**config.mk**
```make
export PLATFORM = sky130hd
export DESIGN_NAME = ppp_port
export DESIGN_NICKNAME = d
export VERILOG_FILES = /design/src/core/ppp_pkg.sv /design/src/core/ppp_par_if.sv /design/src/core/ppp_parity.sv /design/src/core/ppp_port.sv
export VERILOG_INCLUDE_DIRS = /design/src /design/src/core
export SDC_FILE = /design/constraint.sdc
export NUM_CORES = 1
export LEC_CHECK = 0
export ABC_AREA = 1
export BUFFER_PORTS_ARGS = -buffer_cell sky130_fd_sc_hd__buf_2
export CAP_MARGIN = 20
export CORE_ASPECT_RATIO = 1.1
export CORE_MARGIN = 10
export CORE_UTILIZATION = 45
export CTS_CLUSTER_SIZE = 8
export DETAILED_ROUTE_END_ITERATION = 10
export GPL_TIMING_DRIVEN = 0
export PLACE_DENSITY = 0.71
export SLEW_MARGIN = 20
export SYNTH_ARGS = -nofsm -noshare
export SYNTH_HDL_FRONTEND = slang
export SYNTH_SLANG_ARGS = --single-unit
export TNS_END_PERCENT = 30
```
**constraint.sdc**
```tcl
create_clock -name CLK_SYS -period 2.55 [get_ports CLK_SYS]
set_input_delay 0.51 -clock CLK_SYS [delete_from_list [all_inputs] [get_ports CLK_SYS]]
set_output_delay 0.51 -clock CLK_SYS [all_outputs]
set_load 0.05 [all_outputs]
```
**src/core/ppp_defines.svh**
```systemverilog
// Purpose: constants of the primary address/data/parity port
// Assumes: the primary bus clock is CLK_SYS, so bus pins need no synchroniser
// Notes: included by the port and parity modules
`ifndef PPP_DEFINES_SVH
`define PPP_DEFINES_SVH

// =====================================================================
// widths and levels
`define PPP_AD_W 32
`define PPP_BE_W 4
`define PPP_ON_N 1'b0
`define PPP_OFF_N 1'b1

// =====================================================================
// reset and parking values
`define PPP_PARK_AD 32'h0000_0000
`define PPP_PARK_BE 4'h0
`define PPP_RST_AD 32'h0000_0000
`define PPP_RST_BE 4'h0

`endif

```
**src/core/ppp_pkg.sv**
```systemverilog
// Purpose: types of the primary port
// Assumes: widths from ppp_defines.svh
// Notes: none
`include "ppp_defines.svh"
package ppp_pkg;
  typedef logic [`PPP_AD_W-1:0] ppp_word_t;
  typedef logic [`PPP_BE_W-1:0] ppp_be_t;
  typedef enum logic [1:0] {
    PPP_M_IDLE = 2'b00,
    PPP_M_ADDR = 2'b01,
    PPP_M_DATA = 2'b10,
    PPP_M_REL = 2'b11
  } ppp_mst_state_t;
endpackage : ppp_pkg

```
**src/core/ppp_par_if.sv**
```systemverilog
// Purpose: carrier between the port and its parity unit
// Assumes: one clock
// Notes: port drives values, parity unit returns pin and error
interface ppp_par_if;
  ppp_pkg::ppp_word_t ad_drv;
  ppp_pkg::ppp_be_t cbe_drv;
  logic drive;
  ppp_pkg::ppp_word_t ad_in;
  ppp_pkg::ppp_be_t cbe_in;
  logic par_in;
  logic chk;
  logic par;
  logic par_oe;
  logic err;
  modport port (output ad_drv, cbe_drv, drive, ad_in, cbe_in, par_in, chk,
    input par, par_oe, err);
  modport gen (input ad_drv, cbe_drv, drive, ad_in, cbe_in, par_in, chk,
    output par, par_oe, err);
endinterface : ppp_par_if

```
**src/core/ppp_parity.sv**
```systemverilog
// Purpose: parity driver and checker of the primary port
// Assumes: drive marks the clocks in which the port drives data lines
// Notes: par and par_oe lag the data lines by one clock
`include "ppp_defines.svh"
module ppp_parity (
  // clock and reset
  input wire logic clk,
  input wire logic rst_n,
  // port side
  ppp_par_if.gen pif
);

  function automatic logic ppp_even(input ppp_pkg::ppp_word_t ad,
    input ppp_pkg::ppp_be_t be);
    ppp_even = ^{ad, be};
  endfunction : ppp_even

  logic chk_q;
  ppp_pkg::ppp_word_t ad_s_q;
  ppp_pkg::ppp_be_t cbe_s_q;

  // =====================================================================
  // driven parity
  always_ff @(posedge clk or negedge rst_n) begin
    if (!rst_n) begin
      pif.par <= 1'b0;
      pif.par_oe <= 1'b0;
    end else begin
      pif.par <= ppp_even(pif.ad_drv, pif.cbe_drv);
      pif.par_oe <= pif.drive;
    end
  end

  // =====================================================================
  // received parity check
  always_ff @(posedge clk or negedge rst_n) begin
    if (!rst_n) begin
      chk_q <= 1'b0;
      ad_s_q <= `PPP_RST_AD;
      cbe_s_q <= `PPP_RST_BE;
      pif.err <= 1'b0;
    end else begin
      chk_q <= pif.chk;
      ad_s_q <= pif.ad_in;
      cbe_s_q <= pif.cbe_in;
      pif.err <= chk_q && (ppp_even(ad_s_q, cbe_s_q) != pif.par_in);
    end
  end
endmodule : ppp_parity

```
**src/core/ppp_port.sv**
```systemverilog
// Purpose: primary address/data, command and parity port of the bridge
// Assumes: outer logic decodes target hits and handles select/stop
// Notes: master write words and target read data use a valid/ready handshake; master read and target write words are only flagged by MST_RVALID and TGT_TAKE
`include "ppp_defines.svh"
module ppp_port (
  // clock and reset
  input wire logic CLK_SYS,
  input wire logic RSTN,
  // primary address/data lines
  input wire ppp_pkg::ppp_word_t PRIMARY_ADDR_DATA_I,
  output ppp_pkg::ppp_word_t PRIMARY_ADDR_DATA_O,
  output logic PRIMARY_ADDR_DATA_OE,
  // primary command/byte enable lines
  input wire ppp_pkg::ppp_be_t PRIMARY_COMMAND_BYTE_ENABLE_I,
  output ppp_pkg::ppp_be_t PRIMARY_COMMAND_BYTE_ENABLE_O,
  output logic PRIMARY_COMMAND_BYTE_ENABLE_OE,
  // primary parity line
  input wire logic PRIMARY_PARITY_LINE_I,
  output logic PRIMARY_PARITY_LINE_O,
  output logic PRIMARY_PARITY_LINE_OE,
  // primary strobes and grant
  input wire logic PRIMARY_FRAME_N_I,
  output logic PRIMARY_FRAME_N_O,
  output logic PRIMARY_FRAME_N_OE,
  input wire logic PRIMARY_INITIATOR_READY_N_I,
  output logic PRIMARY_INITIATOR_READY_N_O,
  output logic PRIMARY_INITIATOR_READY_N_OE,
  input wire logic PRIMARY_TARGET_READY_N_I,
  output logic PRIMARY_TARGET_READY_N_O,
  output logic PRIMARY_TARGET_READY_N_OE,
  input wire logic PRIMARY_GRANT_N,
  // master request
  input wire logic MST_REQ,
  input wire logic MST_WRITE,
  input wire ppp_pkg::ppp_be_t MST_CMD,
  input wire ppp_pkg::ppp_word_t MST_ADDR,
  output logic MST_BUSY,
  // master data words
  input wire logic MST_WVALID,
  input wire ppp_pkg::ppp_word_t MST_WDATA,
  input wire ppp_pkg::ppp_be_t MST_BE,
  input wire logic MST_WLAST,
  output logic MST_WREADY,
  output logic MST_RVALID,
  output ppp_pkg::ppp_word_t MST_RDATA,
  // target side
  input wire logic TGT_SEL,
  input wire logic TGT_READ,
  input wire logic TGT_RVALID,
  input wire ppp_pkg::ppp_word_t TGT_RDATA,
  output logic TGT_RREADY,
  output logic TGT_TAKE,
  output ppp_pkg::ppp_word_t TGT_WDATA,
  output ppp_pkg::ppp_be_t TGT_WBE,
  // status
  output logic PAR_ERR
);

  ppp_par_if pif ();

  ppp_pkg::ppp_mst_state_t state_q;
  logic last_q;
  logic wr_q;
  logic frame_in_q;
  logic tgt_have_q;
  logic tgt_rel_q;
  logic bus_idle;
  logic start;
  logic park;
  logic w_take;
  logic m_xfer;
  logic t_xfer;
  logic tgt_rd_take;
  logic tgt_busy;

  // =====================================================================
  // bus conditions
  assign bus_idle = PRIMARY_FRAME_N_I && PRIMARY_INITIATOR_READY_N_I;
  assign tgt_busy = TGT_SEL || PRIMARY_TARGET_READY_N_OE;
  assign start = (state_q == ppp_pkg::PPP_M_IDLE) && MST_REQ && bus_idle &&
    !PRIMARY_GRANT_N && !tgt_busy;
  assign park = (state_q == ppp_pkg::PPP_M_IDLE) && !MST_REQ && bus_idle &&
    !PRIMARY_GRANT_N && !tgt_busy;
  assign w_take = MST_WVALID && MST_WREADY;
  assign m_xfer = (state_q == ppp_pkg::PPP_M_DATA) &&
    !PRIMARY_INITIATOR_READY_N_O && !PRIMARY_TARGET_READY_N_I;
  assign t_xfer = PRIMARY_TARGET_READY_N_OE && !PRIMARY_TARGET_READY_N_O &&
    !PRIMARY_INITIATOR_READY_N_I;
  assign tgt_rd_take = TGT_RVALID && TGT_RREADY;

  // =====================================================================
  // master sequencer
  always_ff @(posedge CLK_SYS or negedge RSTN) begin
    if (!RSTN) begin
      state_q <= ppp_pkg::PPP_M_IDLE;
      wr_q <= 1'b0;
      last_q <= 1'b0;
      MST_BUSY <= 1'b0;
      MST_WREADY <= 1'b0;
    end else begin
      if (w_take) begin
        MST_WREADY <= 1'b0;
        last_q <= MST_WLAST;
      end
      case (state_q)
        ppp_pkg::PPP_M_IDLE: begin
          if (start) begin
            state_q <= ppp_pkg::PPP_M_ADDR;
            wr_q <= MST_WRITE;
            MST_BUSY <= 1'b1;
            MST_WREADY <= 1'b1;
          end
        end
        ppp_pkg::PPP_M_ADDR: state_q <= ppp_pkg::PPP_M_DATA;
        ppp_pkg::PPP_M_DATA: begin
          if (m_xfer && last_q) begin
            state_q <= ppp_pkg::PPP_M_REL;
          end else if (m_xfer) begin
            MST_WREADY <= 1'b1;
          end
        end
        ppp_pkg::PPP_M_REL: begin
          state_q <= ppp_pkg::PPP_M_IDLE;
          MST_BUSY <= 1'b0;
        end
        default: state_q <= ppp_pkg::PPP_M_IDLE;
      endcase
    end
  end

  // =====================================================================
  // frame and initiator ready
  always_ff @(posedge CLK_SYS or negedge RSTN) begin
    if (!RSTN) begin
      PRIMARY_FRAME_N_O <= `PPP_OFF_N;
      PRIMARY_FRAME_N_OE <= 1'b0;
      PRIMARY_INITIATOR_READY_N_O <= `PPP_OFF_N;
      PRIMARY_INITIATOR_READY_N_OE <= 1'b0;
    end else begin
      if (start) begin
        PRIMARY_FRAME_N_O <= `PPP_ON_N;
        PRIMARY_FRAME_N_OE <= 1'b1;
        PRIMARY_INITIATOR_READY_N_O <= `PPP_OFF_N;
        PRIMARY_INITIATOR_READY_N_OE <= 1'b1;
      end else if (w_take) begin
        PRIMARY_INITIATOR_READY_N_O <= `PPP_ON_N;
        if (MST_WLAST) begin
          PRIMARY_FRAME_N_O <= `PPP_OFF_N;
        end
      end else if (m_xfer) begin
        PRIMARY_INITIATOR_READY_N_O <= `PPP_OFF_N;
        if (last_q) begin
          PRIMARY_FRAME_N_OE <= 1'b0;
        end
      end else if (state_q == ppp_pkg::PPP_M_REL) begin
        PRIMARY_INITIATOR_READY_N_OE <= 1'b0;
      end
    end
  end

  // =====================================================================
  // address/data and command/byte enables
  always_ff @(posedge CLK_SYS or negedge RSTN) begin
    if (!RSTN) begin
      PRIMARY_ADDR_DATA_O <= `PPP_RST_AD;
      PRIMARY_ADDR_DATA_OE <= 1'b0;
      PRIMARY_COMMAND_BYTE_ENABLE_O <= `PPP_RST_BE;
      PRIMARY_COMMAND_BYTE_ENABLE_OE <= 1'b0;
    end else if (start) begin
      PRIMARY_ADDR_DATA_O <= MST_ADDR;
      PRIMARY_ADDR_DATA_OE <= 1'b1;
      PRIMARY_COMMAND_BYTE_ENABLE_O <= MST_CMD;
      PRIMARY_COMMAND_BYTE_ENABLE_OE <= 1'b1;
    end else if (state_q != ppp_pkg::PPP_M_IDLE) begin
      if (w_take) begin
        PRIMARY_COMMAND_BYTE_ENABLE_O <= MST_BE;
        if (wr_q) begin
          PRIMARY_ADDR_DATA_O <= MST_WDATA;
        end
      end
      if (state_q == ppp_pkg::PPP_M_ADDR) begin
        PRIMARY_ADDR_DATA_OE <= wr_q;
      end
      if (m_xfer && last_q) begin
        PRIMARY_ADDR_DATA_OE <= 1'b0;
      end
      if (state_q == ppp_pkg::PPP_M_REL) begin
        PRIMARY_COMMAND_BYTE_ENABLE_OE <= 1'b0;
      end
    end else if (tgt_busy) begin
      PRIMARY_COMMAND_BYTE_ENABLE_OE <= 1'b0;
      if (tgt_rd_take) begin
        PRIMARY_ADDR_DATA_O <= TGT_RDATA;
        PRIMARY_ADDR_DATA_OE <= 1'b1;
      end else if ((t_xfer && PRIMARY_FRAME_N_I) || !TGT_READ) begin
        PRIMARY_ADDR_DATA_OE <= 1'b0;
      end
    end else begin
      PRIMARY_ADDR_DATA_O <= `PPP_PARK_AD;
      PRIMARY_ADDR_DATA_OE <= park;
      PRIMARY_COMMAND_BYTE_ENABLE_O <= `PPP_PARK_BE;
      PRIMARY_COMMAND_BYTE_ENABLE_OE <= park;
    end
  end

  // =====================================================================
  // master read data
  always_ff @(posedge CLK_SYS or negedge RSTN) begin
    if (!RSTN) begin
      MST_RVALID <= 1'b0;
      MST_RDATA <= `PPP_RST_AD;
    end else begin
      MST_RVALID <= m_xfer && !wr_q;
      if (m_xfer && !wr_q) begin
        MST_RDATA <= PRIMARY_ADDR_DATA_I;
      end
    end
  end

  // =====================================================================
  // target ready and target data
  always_ff @(posedge CLK_SYS or negedge RSTN) begin
    if (!RSTN) begin
      PRIMARY_TARGET_READY_N_O <= `PPP_OFF_N;
      PRIMARY_TARGET_READY_N_OE <= 1'b0;
      TGT_RREADY <= 1'b0;
      TGT_TAKE <= 1'b0;
      TGT_WDATA <= `PPP_RST_AD;
      TGT_WBE <= `PPP_RST_BE;
      tgt_have_q <= 1'b0;
      tgt_rel_q <= 1'b0;
    end else begin
      TGT_TAKE <= t_xfer;
      TGT_RREADY <= TGT_SEL && TGT_READ && !tgt_have_q && !tgt_rd_take &&
        !tgt_rel_q;
      if (tgt_rd_take) begin
        tgt_have_q <= 1'b1;
      end else if (t_xfer) begin
        tgt_have_q <= 1'b0;
      end
      if (t_xfer) begin
        TGT_WDATA <= PRIMARY_ADDR_DATA_I;
        TGT_WBE <= PRIMARY_COMMAND_BYTE_ENABLE_I;
        PRIMARY_TARGET_READY_N_O <= `PPP_OFF_N;
        tgt_rel_q <= PRIMARY_FRAME_N_I;
      end else if (tgt_rel_q) begin
        PRIMARY_TARGET_READY_N_OE <= 1'b0;
        tgt_rel_q <= 1'b0;
      end else if (TGT_SEL && PRIMARY_TARGET_READY_N_O &&
          (!TGT_READ || tgt_have_q)) begin
        PRIMARY_TARGET_READY_N_O <= `PPP_ON_N;
        PRIMARY_TARGET_READY_N_OE <= 1'b1;
      end
    end
  end

  // =====================================================================
  // parity unit
  always_ff @(posedge CLK_SYS or negedge RSTN) begin
    if (!RSTN) begin
      frame_in_q <= `PPP_OFF_N;
    end else begin
      frame_in_q <= PRIMARY_FRAME_N_I;
    end
  end

  assign pif.ad_drv = PRIMARY_ADDR_DATA_O;
  // as target the initiator owns the command/byte enable lines
  assign pif.cbe_drv = PRIMARY_COMMAND_BYTE_ENABLE_OE ?
    PRIMARY_COMMAND_BYTE_ENABLE_O : PRIMARY_COMMAND_BYTE_ENABLE_I;
  assign pif.drive = PRIMARY_ADDR_DATA_OE;
  assign pif.ad_in = PRIMARY_ADDR_DATA_I;
  assign pif.cbe_in = PRIMARY_COMMAND_BYTE_ENABLE_I;
  assign pif.par_in = PRIMARY_PARITY_LINE_I;
  assign pif.chk = (!PRIMARY_FRAME_N_I && frame_in_q &&
    !PRIMARY_FRAME_N_OE) || (t_xfer && !TGT_READ);
  assign PRIMARY_PARITY_LINE_O = pif.par;
  assign PRIMARY_PARITY_LINE_OE = pif.par_oe;
  assign PAR_ERR = pif.err;

  ppp_parity u_parity (
    .clk(CLK_SYS),
    .rst_n(RSTN),
    .pif(pif.gen)
  );
endmodule : ppp_port
```
Word-level counts from Yosys, hierarchy flattened
Cells that the tools add are included.
{ "totals": {"latch_bits": 0, "out_inout_bits": 120, "n_memories": 0, "input_bits": 154, "romBits": 0, "regBits": 164, "mem_bits_rw": 0} }
{ "op_classes": {"addsub": 0, "magnitude_cmp": 0, "reduce_logical": 71, "div_mod_pow": 0, "n_mul": 0, "bitwise": 1, "eq_ne": 16, "shifts": 0, "muxes": 53} }
{ "ops": {"columns": ["cell", "n"], "rows": [
  ["$mux W32", 6],
  ["$reduce_xor A36 Y1", 2],
  ["$mux W1", 37],
  ["$logic_and A1 B1 Y1", 28],
  ["$mux W4", 5],
  ["$reduce_bool A2 Y1", 10],
  ["$reduce_and A2 Y1", 8],
  ["$logic_not A1 Y1", 14],
  ["$ne A3 B3 Y1 const B", 3],
  ["$reduce_and A3 Y1", 3],
  ["$ne A4 B3 Y1 const B", 2],
  ["$pmux W2 S4", 1],
  ["$ne A2 B2 Y1 const B", 3],
  ["$ne A5 B3 Y1 const B", 1],
  ["$eq A2 B2 Y1 const B", 2],
  ["$logic_or A1 B1 Y1", 4],
  ["$mux W2", 2],
  ["$ne A2 B1 Y1 const B", 2],
  ["$pmux W1 S2", 2],
  ["$ne A3 B2 Y1 const B", 1],
  ["$reduce_bool A3 Y1", 1],
  ["$eq A2 B1 Y1 const B", 1],
  ["$logic_not A2 Y1", 1],
  ["$ne A1 B1 Y1", 1],
  ["$not A1 Y1", 1]
]} }

Longest topological paths before layout
{ "depth": {"word_depth": 10, "depth_mapped": 15, "mapped_depth_nobuf": 15} }

Modules after synthesis
From an unflattened synthesis, not the netlist that was laid out.
{ "unflattened": {"hier_cells": 990, "area_unflattened_um2": 7878.8} }
{ "by_module_without_submodules": {"columns": ["module", "seq_area_each_um2", "area_per_inst_um2", "n_inst", "cells_per_inst"], "rows": [
  ["ppp_port", 3108.0, 5609.1, 1, 685],
  ["ppp_parity", 1001.0, 2269.7, 1, 305]
]} }

Worst setup path before layout
No wires, ideal clock.
{ "synth_path": {"path_type": "register to register", "from": "register state_q[0]", "to": "register PRIMARY_ADDR_DATA_O[7]", "arrival_ns": 1.719, "setup_ns": 0.084, "path_buffers": 1, "path_stages_with_launch": 12, "slack_ns": 0.747, "cell_sequence": "dfrtp_1 > inv_1 > ha_1 > inv_2 > nor2_4 > nand4_2 > nor2_4 > inv_2 > nand3_4 > buf_4 > a21oi_1 > a41oi_2"} }
{ "synth_via": {"elab_chain_cells": 7, "word_cells_on_any_way": 12, "classes_between": "3 x eq/ne; 2 x mux; 7 x reduce/logical"} }
{ "synth_rtl": {"columns": ["element", "line", "rtl"], "rows": [
  ["start: declaration", "ppp_port.sv:61", "ppp_pkg::ppp_mst_state_t state_q;"],
  ["start signal: assignment", "ppp_port.sv:95", "state_q <= ppp_pkg::PPP_M_IDLE;"],
  ["start signal: assignment", "ppp_port.sv:108", "state_q <= ppp_pkg::PPP_M_ADDR;"],
  ["start signal: assignment", "ppp_port.sv:114", "ppp_pkg::PPP_M_ADDR: state_q <= ppp_pkg::PPP_M_DATA;"],
  ["$logic_not A2 Y1", "ppp_port.sv:80", "assign start = (state_q == ppp_pkg::PPP_M_IDLE) && MST_REQ && bus_idle &&"],
  ["$logic_and A1 B1 Y1 (3 in series)", "ppp_port.sv:80", null],
  ["$logic_and A1 B1 Y1", "ppp_port.sv:81", "!PRIMARY_GRANT_N && !tgt_busy;"],
  ["$ne A4 B3 Y1 (no line) or $ne A3 B3 Y1 (tied branches)", null, null],
  ["$reduce_and A3 Y1 (no line)", null, null],
  ["end signal: assignment", "ppp_port.sv:165", "PRIMARY_ADDR_DATA_O <= `PPP_RST_AD;"],
  ["end signal: assignment", "ppp_port.sv:199", "PRIMARY_ADDR_DATA_O <= `PPP_PARK_AD;"],
  ["end: declaration", "ppp_port.sv:11", "output ppp_pkg::ppp_word_t PRIMARY_ADDR_DATA_O,"]
]} }
Several ways; a longest one is shown, not always the timed one.
A chain may end at the register's enable or synchronous reset.

Final worst setup path
{ "layout_path": {"from": "register state_q[0]", "to": "register PRIMARY_ADDR_DATA_O[23]"} }
Same word-level chain as after synthesis.

==> impl_metrics.csv <==
group,metric,value,unit
sta,max_slew_margin,59.7,%
worst_setup_path,cp_top_family,"simple AND/OR/NAND/NOR gates",
logic_synthesis,synth_cells,875,
layout,areaGrowthSynthToFinish,29.6,%
worst_setup_path,reg2reg_depth,10,
logic_synthesis,synth_commonest_cells,"nand2_1, dfrtp_1, inv_1, o21ai_0, a21oi_1",
die,num_rows,50,
logic_synthesis,yosysTopAreaCell,"dfrtp_1",
clock_tree,cts_made_buffers,17,
global_routing,grt_usage,21.4,%
global_routing,grt_max_degree,87,
routing,ant_nets,0,
die,die_w,144,um
die,start_util,45.4,%
layout,fillCellCount,1550,
worst_setup_path,cp.arrival,2.53,ns
die,die_y,157,um
logic_synthesis,synthesis.area,7660,um2
logic_synthesis,ys_seq_area_share,53.6,%
worst_setup_path,start_kind,"flop",
clock_tree,cts_tree,"done",
clock_tree,root_buffer,"clkbuf_16",
placement,routabilityCongestion,0.862,
layout,layout.nets,1326,
routing,dr.pass1.iters,4,
global_routing,grt_overflow,0,
sta,final-max-slew-violation-count,0,
worst_setup_path,crit_type,"reg2reg",
placement,portBuffers,273,
worst_setup_path,cp-end-kind,"flop",
clock_tree,insertion_delay,0.43,ns
worst_setup_path,slowest_delay,0.40,ns
min_path,hold_path_class,"in2async",
layout,area.sequential,4110,um2
clock_tree,clock-sinks,164,
routing,wirelength,24300,um
worst_setup_path,crit_required,2.82,ns
power,p_per_area,1540,nW/um2
sta,final-setup-viol-count,0,
clock_tree,clk_path_buf_depth,2,
sta,rsz0062_at_grt,"false",
sta,finClkSkew,0.0169,ns
worst_setup_path,worstReg2RegEnd,"PRIMARY_ADDR_DATA_O[23]",
outcome,status,"finished clean",
worst_setup_path,critPathMaxFanout,10,
sta,fin_crit,2.26,ns
sta,hold_ws,0.0578,ns
logic_synthesis,synthArstFlopShare,100,%
logic_synthesis,synthDominantCellAreaShare,52.2,%
worst_setup_path,crit_path_cell_trace,"inv_1 -> ha_1 -> inv_2 -> nor2_4 -> nand4_2 -> nor2_4 -> inv_2 -> nand3_4 -> buf_2 -> a41oi_1",
routing,viasPerCell,5.05,
routing,avgRoutedWirePerCell,17.5,um
placement,dp_hpwl,19000,um
die,design.portCount,274,
worst_setup_path,r2r_start,"state_q[0]",
die,core_area,16900,um2
global_routing,grt_pass1_vias,7399,
logic_synthesis,yosysWarningCount,0,
worst_setup_path,reg2reg_slack,0.29,ns
logic_synthesis,synth_seq_cells,164,
logic_synthesis,ys_top_cells_by_area,"dfrtp_1, nand2_1, o21ai_0, inv_1, a22oi_1",
logic_synthesis,synthMostInstantiatedCell,"nand2_1",
sta,hold_viol_final,0,
worst_setup_path,crit_buf_inv,4,
layout,multi_input_area,3050,um2
global_routing,grt_pass1_wl,37900,um
clock_tree,h-tree-depth,4,
power,irDropWorstVdd,0.000726,V
layout,layout-drive-gt1-share,28.7,%
logic_synthesis,synth_nets,1033,
sta,worstMarginPinSlew,0.604,ns
global_routing,antenna_found_initial,2,
routing,vias,7022,
logic_synthesis,synth_area_per_cell,8.76,um2
power,p_leak,5.23,nW
routing,drc_errors,0,
clock_tree,clk_pin_slew,0.07,ns
logic_synthesis,synthFlopType,"dfrtp_1",
power,p_total,15.3,mW
logic_synthesis,synth.distinct_cells,32,
clock_tree,hold_buffers,0,
routing,drt_iter0_markers,303,
worst_setup_path,worst_path_max_delay_cell,"dfrtp_1",
sta,final.period_utilization,88.6,%
job,max_cap_violations,0,
die,die_area,22700,um2
logic_synthesis,synth_edf_count,0,
sta,fmax,0.443,GHz
==> per-layer routing <==
metal | global-route usage [%] | routed length, um | vias to the layer above
li1 | - | - | 3457
met1 | 24.6 | 9560 | 3247
met5 | 0 | 0 | -
met3 | 6.46 | 1960 | 37
met2 | 36.3 | 12200 | 281
met4 | 8.67 | 590 | 0
==> per-stage QoR <==
stage / TNS [ns] / util (%) / instance area, um2 / std cells / worst slack, ns
final: 0 / 58.8 / 9940 / 1391 / 0.292
after global routing: 0 / 58.8 / 9930 / 1390 / 0.0491
after CTS: 0 / 58.8 / 9930 / 1389 / 0.121
after detailed placement: 0 / 55.2 / 9330 / 1357 / 0.156
after global placement: -245.48 / 55.0 / 9290 / 1356 / -1.53
after floorplan: 0 / - / 7660 / 875 / 0.747
==> layout make-up <==
type | instances | area share, %
Antenna cell | 2 | 0.0504
Multi-Input combinational cell | 583 | 30.7
Clock buffer | 18 | 4.32
Buffer | 39 | 1.78
Clock inverter | 14 | 1.69
Timing Repair Buffer | 274 | 14.1
Tap cell | 208 | 2.62
Sequential cell | 164 | 41.3
Inverter | 89 | 3.36
==> repair_timing <==
| action | CTS | global route |
|---|---|---|
| setup buffers | 0 | 0 |
| gates resized for setup | 0 | 3 |
| endpoints found under the setup margin | 0 | 6 |
==> worst max path at each step <==
stage / startpoint / endpoint / slack (ns) / depth (start not counted)
5_1_grt: state_q[0] / PRIMARY_ADDR_DATA_O[13] / 0.05 / 9
6_report: state_q[0] / PRIMARY_ADDR_DATA_O[23] / 0.29 / 10
3_3_place_gp: RSTN / PRIMARY_ADDR_DATA_O[1] / -1.53 / 1
3_5_place_dp: state_q[1] / PRIMARY_ADDR_DATA_O[0] / 0.16 / 8
2_1_floorplan: state_q[0] / PRIMARY_ADDR_DATA_O[7] / 0.75 / 11
4_1_cts: state_q[0] / PRIMARY_ADDR_DATA_O[23] / 0.12 / 8
==> sequential cells by signal, summed over array words and instances (netlist names), 2 cells and up <==
name and flops:
MST_RDATA 32, PRIMARY_ADDR_DATA_O 32, PRIMARY_COMMAND_BYTE_ENABLE_O 4, TGT_WBE 4, TGT_WDATA 32, state_q 2
u_parity.ad_s_q 32, u_parity.cbe_s_q 4
==> cell families after synthesis <==
logic type / after synthesis / synth area share (%)
compound gates: 197 / 16.6
xor+xnor: 46 / 5.26
fa+ha+maj: 4 / 0.653
buf+inv: 128 / 6.64
flops: 164 / 53.6
simple gates: 336 / 17.2
==> cells in the final DEF (no fill, tap or decap), types with 10 or more instances in the layout <==
master	count
buf_2	280
dfrtp_1	160
clkbuf_1	25
xnor2_1	31
inv_1	86
nand2_1	297
xor2_1	15
o21ai_0	83
a21oi_1	40
a22oi_1	37
a41oi_1	24
nand3_1	10
clkbuf_16	17
nor2_1	21
==> report_power, final <==
part | switching (mW) | total, mW | internal (mW)
logic | 6.16 | 8.41 | 2.25
registers | 0.716 | 4.29 | 3.57
clock network | 1.10 | 2.58 | 1.47
total | 7.98 | 15.3 | 7.29
Power figures use the tool's default switching activity.
